File: config.mk
export PLATFORM = sky130hd
export DESIGN_NAME = spmp_port
export DESIGN_NICKNAME = d
export VERILOG_FILES = /design/src/rtl/spmp_pkg.sv /design/src/rtl/spmp_shift_if.sv /design/src/rtl/spmp_shifter.sv /design/src/rtl/spmp_port.sv
export SDC_FILE = /design/constraint.sdc
export NUM_CORES = 1
export LEC_CHECK = 0
export BUFFER_PORTS_ARGS = -buffer_cell sky130_fd_sc_hd__buf_2
export CAP_MARGIN = 20
export CORE_MARGIN = 3
export CORE_UTILIZATION = 56
export CTS_CLUSTER_SIZE = 12
export DETAILED_ROUTE_END_ITERATION = 8
export GPL_TIMING_DRIVEN = 0
export PLACE_DENSITY = 0.85
export SLEW_MARGIN = 40
export SYNTH_ARGS = -nofsm -noshare
export SYNTH_HDL_FRONTEND = slang
export SYNTH_SLANG_ARGS = --single-unit
File: constraint.sdc
create_clock -name clk -period 3.6 [get_ports clk]
set_input_delay 0.18 -clock clk [delete_from_list [all_inputs] [get_ports clk]]
set_output_delay 0.18 -clock clk [all_outputs]
set_load 0.1 [all_outputs]
File: src/rtl/spmp_pkg.sv
// Purpose: shared constants and types of the serial master/slave port
// Assumes: one core clock; all sizes fixed
// Notes:   word length field holds bits minus one
package spmp_pkg;
    localparam int unsigned WORD_W     = 16;
    localparam int unsigned LEN_W      = 4;
    localparam int unsigned SEL_W      = 2;
    localparam int unsigned NUM_SEL    = 4;
    localparam int unsigned WCNT_W     = 4;
    localparam int unsigned BAUD_W     = 8;
    localparam int unsigned HALF_W     = 11;
    // low-speed peripheral clock prescalers of the two variants
    localparam logic [2:0]  LSP_DIV_A  = 3'h4;
    localparam logic [2:0]  LSP_DIV_B  = 3'h6;
    localparam logic [NUM_SEL-1:0] SEL_IDLE = 4'hF;
    localparam logic [WORD_W-1:0]  WORD_RST = 16'h0000;

    typedef enum logic [2:0] {
        ST_IDLE  = 3'b000,
        ST_SETUP = 3'b001,
        ST_CLK_A = 3'b010,
        ST_CLK_B = 3'b011,
        ST_WORD  = 3'b100,
        ST_HOLD  = 3'b101
    } spmp_state_t;
endpackage

File: src/rtl/spmp_shift_if.sv
// Purpose: bundle between the port sequencer and its shift register
// Assumes: strobes are one core clock wide
// Notes:   len is bits per word minus one
`timescale 1ns/1ps
`default_nettype none
interface spmp_shift_if;
    logic        load;
    logic        lead;
    logic        trail;
    logic        cpha;
    logic [3:0]  len;
    logic [15:0] tx;
    logic        sin;
    logic        sout;
    logic [15:0] rx;
    logic        done;

    modport ctl (output load, lead, trail, cpha, len, tx, sin, input sout, rx, done);
    modport sh  (input load, lead, trail, cpha, len, tx, sin, output sout, rx, done);
endinterface
`default_nettype wire

File: src/rtl/spmp_shifter.sv
// Purpose: msb-first shift register with phase-dependent shift and sample
// Assumes: lead and trail never arrive in the same cycle
// Notes:   load wins over any edge in the same cycle
`timescale 1ns/1ps
`default_nettype none
module spmp_shifter (
    input wire logic clk,
    input wire logic rst,
    spmp_shift_if.sh sh
);
    import spmp_pkg::*;

    logic [WORD_W-1:0] sreg;
    logic [WORD_W-1:0] rxs;
    logic [LEN_W-1:0]  cnt;
    logic              first;
    logic              pend;

    wire sample_ev = sh.cpha ? sh.lead : sh.trail;
    // shift on the opposite edge; pend drops a stale trail after reload
    wire shift_ev  = sh.cpha ? (sh.trail && pend) : (sh.lead && !first);
    wire last_bit  = (cnt == sh.len);

    // msb of the active length goes out first
    assign sh.sout = sreg[sh.len];
    assign sh.rx   = rxs;

    // rx cleared on load so short words land right-aligned
    always_ff @(posedge clk or posedge rst) begin
        if (rst) begin
            sreg    <= WORD_RST;
            rxs     <= WORD_RST;
            cnt     <= '0;
            first   <= 1'b1;
            pend    <= 1'b0;
            sh.done <= 1'b0;
        end else if (sh.load) begin
            sreg    <= sh.tx;
            rxs     <= WORD_RST;
            cnt     <= '0;
            first   <= 1'b1;
            pend    <= 1'b0;
            sh.done <= 1'b0;
        end else begin
            sh.done <= sample_ev && last_bit;
            if (sample_ev) begin
                rxs  <= {rxs[WORD_W-2:0], sh.sin};
                cnt  <= last_bit ? '0 : cnt + 4'h1;
                pend <= 1'b1;
            end
            if (sh.lead) begin
                first <= 1'b0;
            end
            if (shift_ev) begin
                sreg <= {sreg[WORD_W-2:0], 1'b0};
                pend <= 1'b0;
            end
        end
    end
endmodule
`default_nettype wire

File: src/rtl/spmp_port.sv
// Purpose: serial port that runs as shift-clock master or follows a master
// Assumes: in slave role the incoming shift clock is far slower than clk
// Notes:   every pin input is taken as synchronous to clk
`timescale 1ns/1ps
`default_nettype none
module spmp_port #(
    parameter bit LSP_VARIANT_B = 1'b0
) (
    input  wire logic                              clk,
    input  wire logic                              rst,
    input  wire logic                              role_master,
    input  wire logic                              cpol,
    input  wire logic                              cpha,
    input  wire logic [spmp_pkg::LEN_W-1:0]        word_len,
    input  wire logic [spmp_pkg::BAUD_W-1:0]       baud_div,
    input  wire logic [spmp_pkg::SEL_W-1:0]        slave_count,
    input  wire logic [15:0]                       words_per_slave,
    input  wire logic                              step_start,
    input  wire logic [spmp_pkg::WORD_W-1:0]       tx_data,
    output logic                                   tx_take,
    output logic [spmp_pkg::WORD_W-1:0]            rx_data,
    output logic [spmp_pkg::SEL_W-1:0]             rx_slave,
    output logic                                   word_valid,
    output logic                                   valid,
    output logic                                   overrun,
    input  wire logic                              overrun_clear,
    input  wire logic                              rx_read,
    input  wire logic                              serial_shift_clock_in,
    output logic                                   serial_shift_clock_out,
    output logic                                   serial_shift_clock_oe_n,
    input  wire logic                              master_out_line_in,
    output logic                                   master_out_line_out,
    output logic                                   master_out_line_oe_n,
    input  wire logic                              master_in_line_in,
    output logic                                   master_in_line_out,
    output logic                                   master_in_line_oe_n,
    output logic [spmp_pkg::NUM_SEL-1:0]           chip_select_n,
    input  wire logic                              dedicated_slave_enable_pin_n
);
    import spmp_pkg::*;

    spmp_shift_if sif ();

    spmp_state_t       state;
    spmp_state_t       next_state;
    logic [HALF_W-1:0] half_cnt;
    logic [LEN_W-1:0]  bit_cnt;
    logic [WCNT_W-1:0] word_cnt;
    logic [SEL_W-1:0]  cur_sel;
    logic              sclk_act;
    logic              prev_lvl;
    logic              prev_sel_n;
    logic              unread;

    // half period = prescaler * (baud_div + 1) core clocks
    wire [2:0]        lsp_div  = LSP_VARIANT_B ? LSP_DIV_B : LSP_DIV_A;
    wire [HALF_W-1:0] half_len = HALF_W'(lsp_div) * (HALF_W'(baud_div) + 11'h001);
    wire              tick     = (half_cnt == half_len - 11'h001);
    wire              m_busy   = (state != ST_IDLE);

    // per-slave word count, field holds words minus one
    wire [WCNT_W-1:0] words_sel = words_per_slave[{cur_sel, 2'b00} +: WCNT_W];
    wire              last_word = (word_cnt == words_sel);
    wire              last_sel  = (cur_sel == slave_count);

    // slave edges come only from the external clock while selected
    wire s_active = !role_master && !dedicated_slave_enable_pin_n;
    wire s_lvl    = serial_shift_clock_in ^ cpol;
    wire s_lead   = s_active && s_lvl && !prev_lvl;
    wire s_trail  = s_active && !s_lvl && prev_lvl;
    wire s_load   = s_active && (prev_sel_n || sif.done);

    // master edge strobes
    wire m_lead   = role_master && (state == ST_CLK_A) && tick;
    wire m_trail  = role_master && (state == ST_CLK_B) && tick;
    wire m_load   = role_master && (((state == ST_IDLE) && step_start) ||
                                    ((state == ST_WORD) && !last_word));

    // shift register hookup, one shifter serves both roles
    assign sif.load  = m_load || s_load;
    assign sif.lead  = m_lead || s_lead;
    assign sif.trail = m_trail || s_trail;
    assign sif.cpha  = cpha;
    assign sif.len   = word_len;
    assign sif.tx    = tx_data;
    assign sif.sin   = role_master ? master_in_line_in : master_out_line_in;
    assign tx_take   = sif.load;

    // idle level equals polarity; active half is its inverse
    assign serial_shift_clock_out  = cpol ^ sclk_act;
    assign serial_shift_clock_oe_n = !role_master;
    assign master_out_line_out     = sif.sout;
    assign master_out_line_oe_n    = !role_master;
    // slave output line only driven while selected
    assign master_in_line_out      = sif.sout;
    assign master_in_line_oe_n     = !s_active;
    // one active-low select per slave, only during a step
    assign chip_select_n = (role_master && m_busy) ? ~(4'h1 << cur_sel) : SEL_IDLE;

    // master sequencer, same for every polarity and phase
    always_comb begin
        next_state = state;
        case (state)
            ST_IDLE:  if (role_master && step_start) next_state = ST_SETUP;
            ST_SETUP: if (tick) next_state = ST_CLK_A;
            ST_CLK_A: if (tick) next_state = ST_CLK_B;
            ST_CLK_B: if (tick) next_state = (bit_cnt == word_len) ? ST_WORD : ST_CLK_A;
            ST_WORD:  next_state = last_word ? ST_HOLD : ST_CLK_A;
            // select released half a period after the last edge
            ST_HOLD:  if (tick) next_state = ST_IDLE;
            default:  next_state = ST_IDLE;
        endcase
    end

    // state and half-period timer; timer restarts on each phase
    always_ff @(posedge clk or posedge rst) begin
        if (rst) begin
            state    <= ST_IDLE;
            half_cnt <= '0;
        end else begin
            state    <= role_master ? next_state : ST_IDLE;
            half_cnt <= (tick || !m_busy || state == ST_WORD) ? '0 : half_cnt + 11'h001;
        end
    end

    // bit, word and slave counters of the master
    always_ff @(posedge clk or posedge rst) begin
        if (rst) begin
            bit_cnt  <= '0;
            word_cnt <= '0;
            cur_sel  <= '0;
            sclk_act <= 1'b0;
        end else begin
            if (m_lead) sclk_act <= 1'b1;
            if (m_trail || !role_master) sclk_act <= 1'b0;
            if (m_trail) bit_cnt <= (bit_cnt == word_len) ? '0 : bit_cnt + 4'h1;
            if (state == ST_IDLE) word_cnt <= '0;
            else if (m_load) word_cnt <= word_cnt + 4'h1;
            // next step goes to the next slave, wrapping
            if ((state == ST_HOLD) && tick) cur_sel <= last_sel ? '0 : cur_sel + 2'h1;
            if (cur_sel > slave_count) cur_sel <= '0;
        end
    end

    // slave-side edge history; pins taken as already synchronous
    always_ff @(posedge clk or posedge rst) begin
        if (rst) begin
            prev_lvl   <= 1'b0;
            prev_sel_n <= 1'b1;
        end else begin
            prev_lvl   <= s_lvl;
            prev_sel_n <= role_master ? 1'b1 : dedicated_slave_enable_pin_n;
        end
    end

    // each word lands in one cycle, so reads never stall the line
    wire ovr_master = role_master && step_start && m_busy;
    wire ovr_slave  = !role_master && sif.done && unread;

    // received words and flags; a new event beats a same-cycle clear
    always_ff @(posedge clk or posedge rst) begin
        if (rst) begin
            rx_data    <= WORD_RST;
            rx_slave   <= '0;
            word_valid <= 1'b0;
            valid      <= 1'b0;
            overrun    <= 1'b0;
            unread     <= 1'b0;
        end else begin
            word_valid <= sif.done;
            if (sif.done) begin
                rx_data  <= sif.rx;
                rx_slave <= role_master ? cur_sel : '0;
            end
            // slave pulses per word, master at end of step
            valid   <= role_master ? ((state == ST_HOLD) && tick) : sif.done;
            overrun <= ovr_master || ovr_slave || (overrun && !overrun_clear);
            unread  <= (!role_master && sif.done) || (unread && !rx_read);
        end
    end

    spmp_shifter u_shifter (
        .clk (clk),
        .rst (rst),
        .sh  (sif)
    );
endmodule
`default_nettype wire

==> qor.yml <==
status:
  status: "finished clean"
worst_setup_path:
  worst-endpoint-required_ns: 3.42
  worstPathArrival_ns: 3.25
  path_common_cell: "clkbuf_4"
  slowest_delay_ns: 0.53
  cp_num_buf_inv: 6
  cp_top_family: "buffers and inverters"
  path_class: "flip-flop to output port"
  critPathSlowestCell: "mux4_2"
  cp_max_fo: 10
  cp_cell_sequence: "clkbuf_4 -> mux4_2 -> xnor2_1 -> nand4_1 -> and2_1 -> nand3_2 -> o311a_1 -> buf_2 -> inv_1 -> clkbuf_4 -> buf_4 -> buf_6"
  cp-end-kind: "output port"
  start_kind: "flip-flop"
pwr:
  clkPwrFrac_pct: 24.8
  max-vdd-ir-drop_mv: 0.379
  share_comb_of_total_power_pct: 31.7
  p_int_mw: 1.64
  p_per_area_nw_per_um2: 451
  cellLeakagePower_nw: 2.76
  pwr-share-seq_pct: 43.5
  switching_share_pct: 38.0
  p_sw_mw: 1.01
clocking:
  cts_setup_buffers: 0
  htreeDepth: 3
  cts_tree: "built"
  clock_sinks: 88
  clk_root_buffer_cell: "clkbuf_8"
  cts_max_path_buffers: 2
  clk_pin_slew_ns: 0.10
  cts_inserted_buffers: 9
  clk_latency_ns: 0.37
sta:
  min_period_ns: 3.43
  finalClockSkew_ns: 0.0102
  finalHoldViolations: 0
  slew_headroom_pct: 56.0
  setup_viol: 0
  fmax_mhz: 292
  tightest_slew_ns: 0.661
  slew_violations: 0
  rsz0062_at_grt: "false"
  finalCritPeriodShare_pct: 95.2
synthesis:
  synth-async-reset-ratio_pct: 100
  yosys-top-cells-area: "dfrtp_1 43%, mux4_2 4.0%, mux2i_1 4.0%"
  synthFlopType: "dfrtp_1"
  synth-seq-cells: 88
  synth_top_area_share_pct: 42.6
  synth-seq-area-share_pct: 43.6
  synth.largest_area_cell: "dfrtp_1"
  avgSynthCellArea_um2: 10.1
  ys_warn_count: 0
  synth_edf_count: 0
  synth_cells: 499
  synth.net_count: 569
  synth_area_um2: 5050
  synth.distinct_cells: 60
global_routing:
  grt_overflow: 0
  grt_pass1_wl_um: 18800
  antenna_found_initial: 0
  grtUsageTotal_pct: 22.9
  grt_max_degree: 56
  grt_pass1_vias: 4101
final_layout:
  syn_to_final_growth_pct: 16.4
  utilization_pct: 67.4
  area.sequential_um2: 2200
  fill_cells: 691
  multi_input_area_um2: 2610
  design_area_um2: 5880
  drive_gt1_share_pct: 27.7
  n_antenna_cell: 0
  nNetsFinal: 667
min_path:
  hold_path_class: "primary input to flip-flop"
routing:
  dr.pass1.iters: 5
  totalWireLength_um: 11200
  antenna_left: 0
  wl_per_cell_um: 15.7
  viasPerCell: 5.84
  drtIter0Drc: 254
  num_vias: 4143
  drc_errors: 0
floorplanning:
  die-area_um2: 10200
  start_util_pct: 57.9
  fp.dieH_um: 101
  core_area_um2: 8720
  die_w_um: 101
  std_cell_rows: 34
  io_pins: 90
run:
  maxCapViolations: 0
placed_design:
  port_buffers: 83
  place_area_um2: 5640
  hpwlAfterDp_um: 8330
  gp_congestion: 0.849
[placed cells by master (no fill, tap or decap), types with 5 or more instances in the layout]
cell,instances
and2_1,5
nand3_1,18
nor2b_1,5
a31o_2,9
ha_1,12
a31o_1,9
o21ai_0,13
nand2b_1,8
xor2_1,18
a21oi_1,11
nor3_1,8
mux4_2,9
buf_4,6
clkbuf_1,14
o31ai_1,16
nor2_1,44
nand2_1,52
clkbuf_8,9
buf_2,84
mux2_2,17
or2_2,5
xnor2_1,21
buf_6,6
dfrtp_1,86
and3_1,8
mux2i_1,20
inv_1,16
nand4_1,10
[metrics by stage]
| step | power, mW | hold WS [ns] | setup TNS [ns] | cells | worst slack, ns |
|---|---|---|---|---|---|
| finish | 2.65 | 0.0303 | 0 | 710 | 0.172 |
| global route | 2.78 | 0.0329 | 0 | 710 | 0.00300 |
| CTS | 2.66 | 0.0205 | 0 | 710 | 0.0333 |
| detailed placement | 2.00 | 0.189 | -0.171 | 691 | -0.171 |
| global placement | 1.96 | 0.373 | -0.157 | 690 | -0.157 |
| floorplan | 1.82 | 0.269 | 0 | 499 | 0.0156 |
[what timing repair did]
| item | 4_1_cts | 5_1_grt |
|---|---|---|
| hold buffers | 3 | 0 |
| endpoints found under the hold margin | 33 | 0 |
| cloned | 0 | 0 |
| setup endpoints to repair | 1 | 7 |
| resized for setup | 5 | 4 |
[final cells by class]
type                            count  share of cell area (%)
Buffer                             32                    3.24
Clock buffer                        9                    2.11
Clock inverter                      7                    1.06
Inverter                           17                    1.17
Multi-Input combinational cell    362                    44.5
Sequential cell                    88                    37.5
Tap cell                          108                    2.30
Timing Repair Buffer               87                    8.15
[registers in the layout, indices dropped and copies added (netlist names), 2 cells and up]
name,flops
word_cnt,4
u_shifter.cnt,4
bit_cnt,4
half_cnt,11
cur_sel,2
u_shifter.sreg,16
rx_data,16
rx_slave,2
state,3
u_shifter.sh.rx,16
[logic make-up (layout without fill, tap and decap cells)]
logic type	after synthesis	count (layout)	share of synthesized area (%)
DFF	88	88	43.6
AOI/OAI and AO/OA	86	86	12.8
and+or+nand+nor	179	179	17.2
xor gates and xnor gates	39	39	6.76
muxes	46	46	11.8
buffers and inverters	49	152	4.83
adders and majority gates	12	12	2.97
[final timing paths]
kind                                        startpoint                         endpoint  slack, ns  cells past startpoint
max in group asynchronous                          rst  u_shifter.sh.rx[15]$_DFFE_PP0P_       2.71                      4
hold reg to reg            u_shifter.sh.done$_DFF_PP0_             word_valid$_DFF_PP0_       0.46                      0
setup / recovery                cur_sel[0]$_DFFE_PP0P_                          tx_take       0.17                     12
setup reg to reg                cur_sel[0]$_DFFE_PP0P_       u_shifter.pend$_DFFE_PP0P_       0.35                     12
hold / removal                              tx_data[0]    u_shifter.sreg[0]$_DFFE_PP0P_       0.03                      3
min in group asynchronous                          rst          rx_data[14]$_DFFE_PP0P_       0.34                      3
[tightest hold or removal path, stage by stage]
cell     delay [ns]
buf_2          0.07
nand2_1        0.05
o21ai_0        0.07
[power by group through the flow]
| stage | Sequential (mW) | Combinational [mW] | Clock, mW |
|---|---|---|---|
| detailed placement | 1.17 | 0.831 | 0 |
| global placement | 1.16 | 0.800 | 0 |
| floorplan | 1.27 | 0.547 | 0 |
| finish | 1.15 | 0.839 | 0.657 |
| CTS | 1.15 | 0.840 | 0.671 |
| global route | 1.16 | 0.908 | 0.710 |
[per-layer routing]
layer / share of wire, % / vias to the layer above / GRT usage (%)
met4: 2.4 / 0 / 9.92
met5: 0 / - / 0
met3: 5.9 / 23 / 3.88
met2: 49 / 144 / 37.2
li1: - / 1957 / -
met1: 43 / 2019 / 30.4
[synthesized netlist by cell type (all sizes together) (5+ instances only)]
cell	instances
or2	6
clkbuf	15
mux2i	20
nand3	19
a31o	18
nand4	10
buf	17
and3	9
o21ai	13
mux4	9
nor2b	5
o31ai	16
nor4	5
nor2	44
and2	6
ha	12
mux2	17
xnor2	21
nand2	52
a21oi	13
nand2b	8
nor3	8
xor2	18
dfrtp	86
inv	17
(Power assumes the default switching activity.)
